## config.mk

```make
export PLATFORM = sky130hd
export DESIGN_NAME = cbspd_ctl
export DESIGN_NICKNAME = d
export VERILOG_FILES = /design/src/rtl/cbspd_pkg.sv /design/src/rtl/cbspd_ctl.sv /design/src/rtl/cbspd_glitch_filter.sv
export SDC_FILE = /design/constraint.sdc
export NUM_CORES = 1
export LEC_CHECK = 0
export BUFFER_PORTS_ARGS = -buffer_cell sky130_fd_sc_hd__buf_2
export CAP_MARGIN = 20
export CORE_UTILIZATION = 50
export DETAILED_ROUTE_END_ITERATION = 16
export GPL_ROUTABILITY_DRIVEN = 0
export PLACE_DENSITY = 0.67
export SLEW_MARGIN = 40
export SYNTH_ARGS = -nofsm -noshare
export SYNTH_HDL_FRONTEND = slang
export SYNTH_SLANG_ARGS = --single-unit
```

## constraint.sdc

```tcl
create_clock -name core_clk -period 3 [get_ports core_clk]
set_input_delay 0.15 -clock core_clk [delete_from_list [all_inputs] [get_ports core_clk]]
set_output_delay 0.15 -clock core_clk [all_outputs]
set_load 0.02 [all_outputs]
```

## src/rtl/cbspd_pkg.sv

```systemverilog
// constants, codes and carrier types of the clock buffer control block
package cbspd_pkg;

	////////////////////////////////////////////////////////////////////////
	// clock and timing
	localparam int CLK_HZ = 20_000_000;
	localparam int CYC_PER_US = CLK_HZ / 1_000_000;
	localparam int LOCK_TIME_US = 1800; // stable clocks strictly before this
	localparam int LOCK_CYCLES = LOCK_TIME_US * CYC_PER_US - 1;
	localparam int WAKE_TIME_US = 300; // parked outputs driven high before this
	localparam int WAKE_CYCLES = WAKE_TIME_US * CYC_PER_US - 1;
	localparam int HOLD_TIME_MS = 10; // longest bus line hold
	localparam int HOLD_CYCLES = HOLD_TIME_MS * CYC_PER_US * 1000 - 1;
	localparam int TIMER_W = 18;
	localparam int HOLD_W = 18;

	////////////////////////////////////////////////////////////////////////
	// outputs and filter
	localparam int NUM_OUT = 6;
	localparam int FILT_TAPS = 3;
	localparam int PD_EDGES = 2; // rising edges seen low before parking

	////////////////////////////////////////////////////////////////////////
	// tri-level strap codes
	localparam logic [1:0] TRI_LOW = 2'h0;
	localparam logic [1:0] TRI_MID = 2'h1;
	localparam logic [1:0] TRI_HIGH = 2'h3;

	// pll mode codes, also readback bits 7 and 6
	localparam logic [1:0] MODE_NARROW = 2'h0;
	localparam logic [1:0] MODE_BYPASS = 2'h1;
	localparam logic [1:0] MODE_WIDE = 2'h3;

	// slave addresses by (high strap, low strap)
	localparam logic [7:0] ADDR_LL = 8'hD8;
	localparam logic [7:0] ADDR_LM = 8'hDA;
	localparam logic [7:0] ADDR_LH = 8'hDE;
	localparam logic [7:0] ADDR_ML = 8'hC2;
	localparam logic [7:0] ADDR_MM = 8'hC4;
	localparam logic [7:0] ADDR_MH = 8'hC6;
	localparam logic [7:0] ADDR_HL = 8'hCA;
	localparam logic [7:0] ADDR_HM = 8'hCC;
	localparam logic [7:0] ADDR_HH = 8'hCE;

	////////////////////////////////////////////////////////////////////////
	// register map
	localparam logic [6:0] REG_PLL_CTL = 7'h00;
	localparam int BIT_FREQ = 0;
	localparam int BIT_SW_MODE0 = 1;
	localparam int BIT_SW_MODE1 = 2;
	localparam int BIT_SW_EN = 3;
	localparam logic [1:0] SW_MODE_RST = 2'h3;
	localparam logic SW_EN_RST = 1'b0;
	localparam int CMD_BYTE_BIT = 7; // set: byte access, clear: block access
	localparam logic [7:0] BLOCK_RD_COUNT = 8'h01;
	localparam logic [3:0] BITS_PER_BYTE = 4'h8;

	////////////////////////////////////////////////////////////////////////
	// carriers
	typedef struct packed {
		logic freq_100m;
		logic [1:0] pll_mode;
		logic [7:0] smb_addr;
	} cbspd_cfg_t;

	typedef struct packed {
		logic sw_en;
		logic [1:0] sw_mode;
	} cbspd_ctl_t;

endpackage : cbspd_pkg
```

## src/rtl/cbspd_ctl.sv

```systemverilog
// strap latch, power-down sequencing, output gating and bus slave
`timescale 1ns/1ps
module cbspd_ctl #(
	parameter logic [17:0] LOCK_CYCLES = 18'(cbspd_pkg::LOCK_CYCLES),
	parameter logic [17:0] WAKE_CYCLES = 18'(cbspd_pkg::WAKE_CYCLES),
	parameter logic [17:0] HOLD_CYCLES = 18'(cbspd_pkg::HOLD_CYCLES)
) (
	// clock and reset
	input wire logic core_clk,
	input wire logic rst_n,
	// straps and power good
	input wire logic power_good_in,
	input wire logic freq_select_strap,
	input wire logic [1:0] addr_strap_hi,
	input wire logic [1:0] addr_strap_lo,
	input wire logic [1:0] pll_bw_strap,
	// reference clock level
	input wire logic ref_clk_in,
	// differential outputs
	output logic [cbspd_pkg::NUM_OUT-1:0] diff_clock_out_p,
	output logic [cbspd_pkg::NUM_OUT-1:0] diff_clock_out_n,
	// oscillator and pll control
	output logic osc_enable,
	output logic pll_narrow_band,
	output logic pll_wide_band,
	output logic pll_bypass,
	output logic freq_sel_100m,
	// management bus, open drain
	input wire logic smb_scl_in,
	input wire logic smb_sda_in,
	output logic smb_scl_out,
	output logic smb_scl_oe,
	output logic smb_sda_out,
	output logic smb_sda_oe
);

	typedef enum {SEQ_WAIT_PG, SEQ_LOCK, SEQ_RUN, SEQ_PARK, SEQ_OFF,
		SEQ_WAKE} cbspd_seq_t;
	typedef enum {SMB_IDLE, SMB_ADDR, SMB_ADDR_ACK, SMB_CMD, SMB_CMD_ACK,
		SMB_WDATA, SMB_WDATA_ACK, SMB_RDATA, SMB_RDATA_ACK} cbspd_smb_t;

	cbspd_seq_t seq;
	cbspd_smb_t smb;
	cbspd_pkg::cbspd_cfg_t cfg;
	cbspd_pkg::cbspd_ctl_t ctl;
	logic [1:0] mode_applied;
	logic [17:0] timer;
	logic pd_seen;
	logic gate;
	logic ref_q, pll_q, src, src_prev;
	logic src_rise, src_fall, park_now, start_now;
	logic power_down_n;
	logic [7:0] next_addr;
	logic [1:0] next_mode;

	////////////////////////////////////////////////////////////////////////
	// after the first power good the pin is the power-down input
	assign power_down_n = power_good_in;

	// strap resolution into the slave address
	always_comb begin
		next_addr = cbspd_pkg::ADDR_MM;
		case ({addr_strap_hi, addr_strap_lo})
			{cbspd_pkg::TRI_LOW, cbspd_pkg::TRI_LOW}: next_addr = cbspd_pkg::ADDR_LL;
			{cbspd_pkg::TRI_LOW, cbspd_pkg::TRI_MID}: next_addr = cbspd_pkg::ADDR_LM;
			{cbspd_pkg::TRI_LOW, cbspd_pkg::TRI_HIGH}: next_addr = cbspd_pkg::ADDR_LH;
			{cbspd_pkg::TRI_MID, cbspd_pkg::TRI_LOW}: next_addr = cbspd_pkg::ADDR_ML;
			{cbspd_pkg::TRI_MID, cbspd_pkg::TRI_HIGH}: next_addr = cbspd_pkg::ADDR_MH;
			{cbspd_pkg::TRI_HIGH, cbspd_pkg::TRI_LOW}: next_addr = cbspd_pkg::ADDR_HL;
			{cbspd_pkg::TRI_HIGH, cbspd_pkg::TRI_MID}: next_addr = cbspd_pkg::ADDR_HM;
			{cbspd_pkg::TRI_HIGH, cbspd_pkg::TRI_HIGH}: next_addr = cbspd_pkg::ADDR_HH;
			default: next_addr = cbspd_pkg::ADDR_MM; // middle or undriven code
		endcase
	end

	// bandwidth strap into a mode code, odd code read as middle
	always_comb begin
		case (pll_bw_strap)
			cbspd_pkg::TRI_LOW: next_mode = cbspd_pkg::MODE_NARROW;
			cbspd_pkg::TRI_HIGH: next_mode = cbspd_pkg::MODE_WIDE;
			default: next_mode = cbspd_pkg::MODE_BYPASS;
		endcase
	end

	// straps caught once, at the first power good, kept until power off
	always_ff @(posedge core_clk) begin
		if (!rst_n) begin
			cfg <= '0;
		end else if (seq == SEQ_WAIT_PG && power_good_in) begin
			cfg.freq_100m <= freq_select_strap;
			cfg.pll_mode <= next_mode;
			cfg.smb_addr <= next_addr;
		end
	end

	////////////////////////////////////////////////////////////////////////
	// reference path: bypass takes the sample, pll modes one more stage
	always_ff @(posedge core_clk) begin
		if (!rst_n) begin
			ref_q <= 1'b0;
			pll_q <= 1'b0;
			src <= 1'b0;
			src_prev <= 1'b0;
		end else begin
			ref_q <= ref_clk_in;
			pll_q <= ref_q;
			src <= (mode_applied == cbspd_pkg::MODE_BYPASS) ? ref_q : pll_q;
			src_prev <= src;
		end
	end

	assign src_rise = src & ~src_prev;
	assign src_fall = ~src & src_prev;

	// start and park both land on a falling edge of the source
	assign start_now = (seq == SEQ_LOCK || seq == SEQ_WAKE) && power_down_n
		&& timer == '0 && src_fall;
	assign park_now = (seq == SEQ_PARK) && src_fall;

	////////////////////////////////////////////////////////////////////////
	// power sequencing
	always_ff @(posedge core_clk) begin
		if (!rst_n) begin
			seq <= SEQ_WAIT_PG;
			timer <= '0;
			pd_seen <= 1'b0;
			gate <= 1'b0;
			osc_enable <= 1'b0;
			mode_applied <= cbspd_pkg::MODE_BYPASS;
			freq_sel_100m <= 1'b0;
		end else begin
			case (seq)
				SEQ_WAIT_PG: begin
					if (power_good_in) begin
						osc_enable <= 1'b1;
						timer <= LOCK_CYCLES;
						mode_applied <= next_mode;
						freq_sel_100m <= freq_select_strap;
						seq <= SEQ_LOCK;
					end
				end
				SEQ_LOCK, SEQ_WAKE: begin
					pd_seen <= 1'b0;
					if (!power_down_n) begin
						seq <= SEQ_OFF;
					end else if (timer != '0) begin
						timer <= timer - 18'h00001;
					end else if (start_now) begin // start at a fall
						gate <= 1'b1;
						seq <= SEQ_RUN;
					end
				end
				SEQ_RUN: begin
					if (src_rise) begin
						pd_seen <= ~power_down_n;
						if (!power_down_n && pd_seen) begin
							seq <= SEQ_PARK;
						end
					end
				end
				SEQ_PARK: begin
					if (src_fall) begin
						gate <= 1'b0;
						seq <= SEQ_OFF;
					end
				end
				SEQ_OFF: begin
					pd_seen <= 1'b0;
					osc_enable <= 1'b0; // outputs already low
					// restart picks up override and strap while gated
					mode_applied <= ctl.sw_en ? ctl.sw_mode : cfg.pll_mode;
					freq_sel_100m <= cfg.freq_100m;
					if (power_down_n) begin
						osc_enable <= 1'b1;
						timer <= WAKE_CYCLES;
						seq <= SEQ_WAKE;
					end
				end
				default: seq <= SEQ_WAIT_PG;
			endcase
		end
	end

	// mode decode onto the pll controls
	always_ff @(posedge core_clk) begin
		if (!rst_n) begin
			pll_narrow_band <= 1'b0;
			pll_wide_band <= 1'b0;
			pll_bypass <= 1'b0;
		end else begin
			pll_narrow_band <= (mode_applied == cbspd_pkg::MODE_NARROW);
			pll_wide_band <= mode_applied[1];
			pll_bypass <= (mode_applied == cbspd_pkg::MODE_BYPASS);
		end
	end

	// output legs; look-ahead keeps the first and last n phase whole
	genvar gi;
	generate
		for (gi = 0; gi < cbspd_pkg::NUM_OUT; gi = gi + 1) begin : g_out
			always_ff @(posedge core_clk) begin
				if (!rst_n) begin
					diff_clock_out_p[gi] <= 1'b0;
					diff_clock_out_n[gi] <= 1'b0;
				end else begin
					diff_clock_out_p[gi] <= gate & src;
					diff_clock_out_n[gi] <= (gate | start_now) & ~park_now
						& ~src;
				end
			end
		end
	endgenerate

	////////////////////////////////////////////////////////////////////////
	// management bus front end
	logic [1:0] line_clean;
	logic scl_c, sda_c, scl_prev, sda_prev;
	logic scl_rise, scl_fall, bus_start, bus_stop;
	logic slave_live, hold_timeout;
	logic [17:0] hold_cnt;

	cbspd_glitch_filter u_filter (
		.core_clk(core_clk),
		.rst_n(rst_n),
		.line_raw({smb_scl_in, smb_sda_in}),
		.line_clean(line_clean)
	);

	assign scl_c = line_clean[1];
	assign sda_c = line_clean[0];
	assign scl_rise = scl_c & ~scl_prev;
	assign scl_fall = ~scl_c & scl_prev;
	assign bus_start = scl_c & scl_prev & sda_prev & ~sda_c;
	assign bus_stop = scl_c & scl_prev & ~sda_prev & sda_c;
	assign slave_live = (seq != SEQ_WAIT_PG) && power_down_n;

	always_ff @(posedge core_clk) begin
		if (!rst_n) begin
			scl_prev <= 1'b1;
			sda_prev <= 1'b1;
		end else begin
			scl_prev <= scl_c;
			sda_prev <= sda_c;
		end
	end

	// watchdog on our own data drive
	always_ff @(posedge core_clk) begin
		if (!rst_n || !smb_sda_oe) begin
			hold_cnt <= '0;
		end else if (!hold_timeout) begin
			hold_cnt <= hold_cnt + 18'h00001;
		end
	end

	assign hold_timeout = (hold_cnt >= HOLD_CYCLES);

	////////////////////////////////////////////////////////////////////////
	// slave protocol: byte and block read and write
	logic [7:0] rx, tx, rd_byte, rd_next, reg_byte0;
	logic [3:0] bit_cnt;
	logic rd_mode, byte_mode, first_data;
	logic [6:0] index;
	logic wr_pulse;
	logic [6:0] wr_index;
	logic [7:0] wr_data;
	logic send_count;

	// readback: latched mode on top, override and frequency below
	assign reg_byte0 = {cfg.pll_mode, 2'b00, ctl.sw_en, ctl.sw_mode,
		cfg.freq_100m};
	assign rd_byte = (index == cbspd_pkg::REG_PLL_CTL) ? reg_byte0 : 8'h00;
	assign send_count = first_data & ~byte_mode;
	assign rd_next = send_count ? cbspd_pkg::BLOCK_RD_COUNT : rd_byte;

	always_ff @(posedge core_clk) begin
		if (!rst_n || !slave_live || hold_timeout) begin
			smb <= SMB_IDLE;
			smb_sda_oe <= 1'b0;
			bit_cnt <= '0;
			rx <= '0;
			tx <= '0;
			rd_mode <= 1'b0;
			byte_mode <= 1'b0;
			first_data <= 1'b0;
			index <= '0;
			wr_pulse <= 1'b0;
			wr_index <= '0;
			wr_data <= '0;
		end else begin
			wr_pulse <= 1'b0;
			if (bus_start) begin
				smb <= SMB_ADDR;
				bit_cnt <= '0;
				smb_sda_oe <= 1'b0;
			end else if (bus_stop) begin
				smb <= SMB_IDLE;
				smb_sda_oe <= 1'b0;
			end else begin
				case (smb)
					SMB_IDLE: smb <= SMB_IDLE;
					SMB_ADDR, SMB_CMD, SMB_WDATA: begin
						if (scl_rise) begin
							rx <= {rx[6:0], sda_c};
							bit_cnt <= bit_cnt + 4'h1;
						end else if (scl_fall && bit_cnt == cbspd_pkg::BITS_PER_BYTE) begin
							bit_cnt <= '0;
							smb_sda_oe <= 1'b1;
							if (smb == SMB_ADDR) begin
								// no table entry is zero, so general call is ignored
								if (rx[7:1] == cfg.smb_addr[7:1]) begin
									rd_mode <= rx[0];
									smb <= SMB_ADDR_ACK;
								end else begin
									smb_sda_oe <= 1'b0;
									smb <= SMB_IDLE;
								end
							end else if (smb == SMB_CMD) begin
								index <= rx[6:0];
								byte_mode <= rx[cbspd_pkg::CMD_BYTE_BIT];
								first_data <= 1'b1;
								smb <= SMB_CMD_ACK;
							end else begin
								if (!send_count) begin
									wr_pulse <= 1'b1;
									wr_index <= index;
									wr_data <= rx;
									index <= index + 7'h01;
								end
								first_data <= 1'b0;
								smb <= SMB_WDATA_ACK;
							end
						end
					end
					SMB_ADDR_ACK: begin
						if (scl_fall) begin
							if (rd_mode) begin
								tx <= rd_next;
								smb_sda_oe <= ~rd_next[7];
								if (!send_count) begin
									index <= index + 7'h01;
								end
								first_data <= 1'b0;
								smb <= SMB_RDATA;
							end else begin
								smb_sda_oe <= 1'b0;
								smb <= SMB_CMD;
							end
						end
					end
					SMB_CMD_ACK, SMB_WDATA_ACK: begin
						if (scl_fall) begin
							smb_sda_oe <= 1'b0;
							smb <= SMB_WDATA;
						end
					end
					SMB_RDATA: begin
						if (scl_fall) begin
							if (bit_cnt == cbspd_pkg::BITS_PER_BYTE - 4'h1) begin
								bit_cnt <= '0;
								smb_sda_oe <= 1'b0;
								smb <= SMB_RDATA_ACK;
							end else begin
								bit_cnt <= bit_cnt + 4'h1;
								tx <= {tx[6:0], 1'b0};
								smb_sda_oe <= ~tx[6];
							end
						end
					end
					SMB_RDATA_ACK: begin
						if (scl_rise && sda_c) begin
							smb <= SMB_IDLE; // master ends with a nak
						end else if (scl_fall) begin
							tx <= rd_byte;
							smb_sda_oe <= ~rd_byte[7];
							index <= index + 7'h01;
							smb <= SMB_RDATA;
						end
					end
					default: smb <= SMB_IDLE;
				endcase
			end
		end
	end

	// software override bits, kept through power-down
	always_ff @(posedge core_clk) begin
		if (!rst_n) begin
			ctl.sw_en <= cbspd_pkg::SW_EN_RST;
			ctl.sw_mode <= cbspd_pkg::SW_MODE_RST;
		end else if (wr_pulse && wr_index == cbspd_pkg::REG_PLL_CTL) begin
			ctl.sw_en <= wr_data[cbspd_pkg::BIT_SW_EN];
			ctl.sw_mode <= {wr_data[cbspd_pkg::BIT_SW_MODE1],
				wr_data[cbspd_pkg::BIT_SW_MODE0]};
		end
	end

	// the slave never drives the clock line or a high data level
	always_ff @(posedge core_clk) begin
		if (!rst_n) begin
			smb_scl_out <= 1'b0;
			smb_scl_oe <= 1'b0;
			smb_sda_out <= 1'b0;
		end else begin
			smb_scl_out <= 1'b0;
			smb_scl_oe <= 1'b0; // no stretching
			smb_sda_out <= 1'b0;
		end
	end

endmodule : cbspd_ctl

```

## src/rtl/cbspd_glitch_filter.sv

```systemverilog
// glitch filter for the two management bus lines
`timescale 1ns/1ps
module cbspd_glitch_filter (
	// clock and reset
	input wire logic core_clk,
	input wire logic rst_n,
	// raw lines, bit 1 clock, bit 0 data
	input wire logic [1:0] line_raw,
	// filtered lines
	output logic [1:0] line_clean
);

	////////////////////////////////////////////////////////////////////////
	// per line: output follows only when every tap agrees
	genvar gi;
	generate
		for (gi = 0; gi < 2; gi = gi + 1) begin : g_line
			logic [cbspd_pkg::FILT_TAPS-1:0] taps;
			always_ff @(posedge core_clk) begin
				if (!rst_n) begin
					taps <= '1;
					line_clean[gi] <= 1'b1;
				end else begin
					taps <= {taps[cbspd_pkg::FILT_TAPS-2:0], line_raw[gi]};
					if (&taps) begin
						line_clean[gi] <= 1'b1;
					end else if (~|taps) begin
						line_clean[gi] <= 1'b0;
					end
				end
			end
		end
	endgenerate

endmodule : cbspd_glitch_filter

```

==> out/results.ini <==
[global_routing]
grt_use_total = 0.234
overflow = 0
grt_max_degree = 32
antenna_found_initial = 0
grt_pass1_vias = 5006
grt_pass1_wl_um = 23500

[drt]
routedWlPerCell_um = 15.3
routed_wl_um = 13700
vias = 5215
drtIter0Drc = 378
ant_nets = 0
drc = 4
via_per_inst = 5.85
drt_pass1_iterations = 11

[min_path]
min_path_type = in2reg
hold_end = u_filter.g_line[1].taps[0]$_SDFF_PN1_
whs_path_depth = 2
holdCritStartpoint = rst_n

[floorplan]
io_pins = 34
die_h_um = 112
start_util = 0.519
die-width_um = 112
coreArea_mm2 = 0.0116
rows = 39
die-area_mm2 = 0.0125

[yosys]
synth_cell_types = 72
synth_top_cell_by_area = dfxtp_1
syn_area_per_cell_um2 = 8.38
ys_ff_latch = 120
synth_edf_count = 0
ys.flop_type = dfxtp_1
ys_top_cells_by_area = dfxtp_1 (40%), nor2_1 (6.1%), mux2i_1 (4.8%)
synthArstFlopShare = 0
ys_seq_area_frac = 0.400
synth_cells = 717
ys_warn_count = 0
syn_area_mm2 = 0.00601
synth_top_cell_area_share = 0.400

[clock_network]
cts_tree = yes
cts_root_buf = clkbuf_16
h-tree-depth = 4
numCtsBuffers = 17
insertion_delay_ns = 0.42
clk_pin_slew_ns = 0.06
cts_setup_buffers = 0
cts.sinks = 120
clock_path_buffers = 2

[pwr]
peakVddDrop_uv = 451
p_leak_nw = 2.69
powerDensity_mw_per_mm2 = 595

[critical_path]
path_max_fanout = 17
regToRegEndpoint = timer[2]$_SDFFE_PN0P_
critPathRequiredTime_ns = 3.27
reg2regPathDepth = 8
r2r_slack_ns = 0.38
crit_arrival_ns = 2.89
end_kind = flip-flop
rr_startpoint = timer[0]$_SDFFE_PN0P_
crit_path_start_kind = flip-flop
worstSetupPathType = reg2reg

[placement]
port_buffers = 30
place_hpwl_um = 9420
dpl_cell_area_mm2 = 0.00620

[sta]
finalMaxSlewViolations = 0
fmax_ghz = 0.382
skew_ns = 0.00594
hold_violations = 0
slew_headroom = 0.466
final-setup-viol-count = 0
period_minus_slack_ns = 2.62
tightest_slew_ns = 0.801
rsz0062_at_grt = false
period_share = 0.873
fin_setup_tns_ns = 0

[status]
violations = DRC
outcome = finished, violations left

[layout]
fill_cells = 1040
drive_above_1_share = 0.124
n_antenna_cell = 0
layout.nets = 756
syn2layout_area_growth_pct = 14.4
post-route-cell-area_mm2 = 0.00687

[job]
drv_cap = 0

-- metal layers --
metal	part of all wire	wire, um	global-route usage	vias to the layer above
met4	0.013	176	0.0910	0
met2	0.48	6620	0.380	118
met1	0.46	6250	0.287	2500
met3	0.046	626	0.0757	17
li1	-	-	-	2580
met5	0	0	0	-
-- kinds of logic (layout without fill, tap and decap cells) --
| kind of cell | count (synthesis) | count (layout) | synth area share |
|---|---|---|---|
| buf+inv | 62 | 91 | 0.0481 |
| simple gates | 299 | 299 | 0.257 |
| mux | 31 | 31 | 0.0521 |
| fa+ha+maj | 8 | 8 | 0.0167 |
| flops | 120 | 120 | 0.400 |
| xor+xnor | 29 | 29 | 0.0423 |
| other cells | 1 | 3 | 0.000624 |
| compound gates | 167 | 167 | 0.183 |
-- worst max-delay path, stage by stage (launching register included) --
cell,delay (ns)
dfxtp_1,0.32
inv_1,0.10
ha_1,0.21
or4b_4,0.51
nor4b_4,0.34
a41oi_2,0.49
nand2_1,0.24
xor2_1,0.16
a21oi_1,0.09
-- how the worst max path moves through the flow --
stage	startpoint	endpoint	slack, ns	cells past startpoint
4_1_cts	timer[0]$_SDFFE_PN0P_	timer[2]$_SDFFE_PN0P_	0.40	8
3_3_place_gp	timer[0]$_SDFFE_PN0P_	timer[10]$_SDFFE_PN0P_	0.53	8
2_1_floorplan	timer[0]$_SDFFE_PN0P_	diff_clock_out_n[5]$_SDFF_PN0_	0.82	8
6_report	timer[0]$_SDFFE_PN0P_	timer[2]$_SDFFE_PN0P_	0.38	8
5_1_grt	timer[0]$_SDFFE_PN0P_	timer[2]$_SDFFE_PN0P_	0.17	8
3_5_place_dp	timer[0]$_SDFFE_PN0P_	timer[2]$_SDFFE_PN0P_	0.44	8
-- area by class of cell --
cell class | instances | area, um^2 | share of cell area
Multi-Input combinational cell | 537 | 3330 | 0.484
Timing Repair Buffer | 47 | 288 | 0.0419
Tap cell | 143 | 179 | 0.0260
Clock buffer | 21 | 460 | 0.0670
Clock inverter | 11 | 170 | 0.0248
Sequential cell | 120 | 2400 | 0.350
Inverter | 12 | 45.0 | 0.00656
-- synth_stat cells, drive strengths merged (8+ instances only) --
library cell and n:
buf 19, inv 12, xor2 19, o21ai 43
nor2 98, and2 8, xnor2 10, mux2i 29
nor2b 14, clkbuf 31, nor4 13, a211oi 14
nand2 56, nand3 20, a21oi 45, and3 9
ha 8, nand2b 27, a22oi 8, o31ai 8
dfxtp 120, nor3 20
-- timing repair --
action | CTS | global route
hold endpoints to repair | 4 | 0
resized for setup | 0 | 0
setup endpoints to repair | 0 | 0
hold buffers | 4 | 0
-- flip-flops by register name (all words and copies together), names as in the netlist, 2 cells and up --
signal                count
rx                        8
index                     7
tx                        7
mode_applied              2
wr_index                  7
bit_cnt                   4
ctl                       3
seq                       3
u_filter.line_clean       2
wr_data                   3
u_filter.g_line.taps      6
hold_cnt                 18
smb                       4
timer                    18
cfg                       8
-- where the power goes --
part / internal, mW / switching (mW) / leakage (nW)
Sequential: 1.63 / 0.0406 / 0.974
Clock: 1.43 / 0.737 / 0.300
Combinational: 0.0958 / 0.147 / 1.42
Total: 3.16 / 0.925 / 2.69
-- stage by stage --
step	instances	util	total power, mW	hold WS, ns	worst slack (ns)
after global routing	891	0.594	4.23	0.0429	0.172
after global placement	855	0.536	1.93	0.337	0.533
after detailed placement	855	0.536	1.94	0.336	0.436
after CTS	891	0.594	4.11	0.0392	0.402
after floorplan	719	-	1.88	0.251	0.820
final	891	0.594	4.09	0.0470	0.381
-- layout by cell type (no fill, tap or decap), types with 4 or more instances in the layout --
master	instances
a211oi_1	14
a21o_1	6
a21oi_1	45
a22oi_1	8
and2_1	8
and3_1	9
buf_2	30
buf_4	13
bufinv_16	4
clkbuf_16	17
dfxtp_1	120
dlygate4sd3_1	4
ha_1	8
inv_1	11
mux2i_1	29
nand2_1	56
nand2b_1	27
nand3_1	20
nand4_1	7
nor2_1	97
nor2b_1	14
nor3_1	19
nor4_1	10
o2111ai_1	4
o21ai_0	36
o21ai_1	7
o311ai_0	5
o31ai_1	8
or3_1	6
xnor2_1	10
xor2_1	19
No activity file was read; power rests on OpenSTA's default activity.
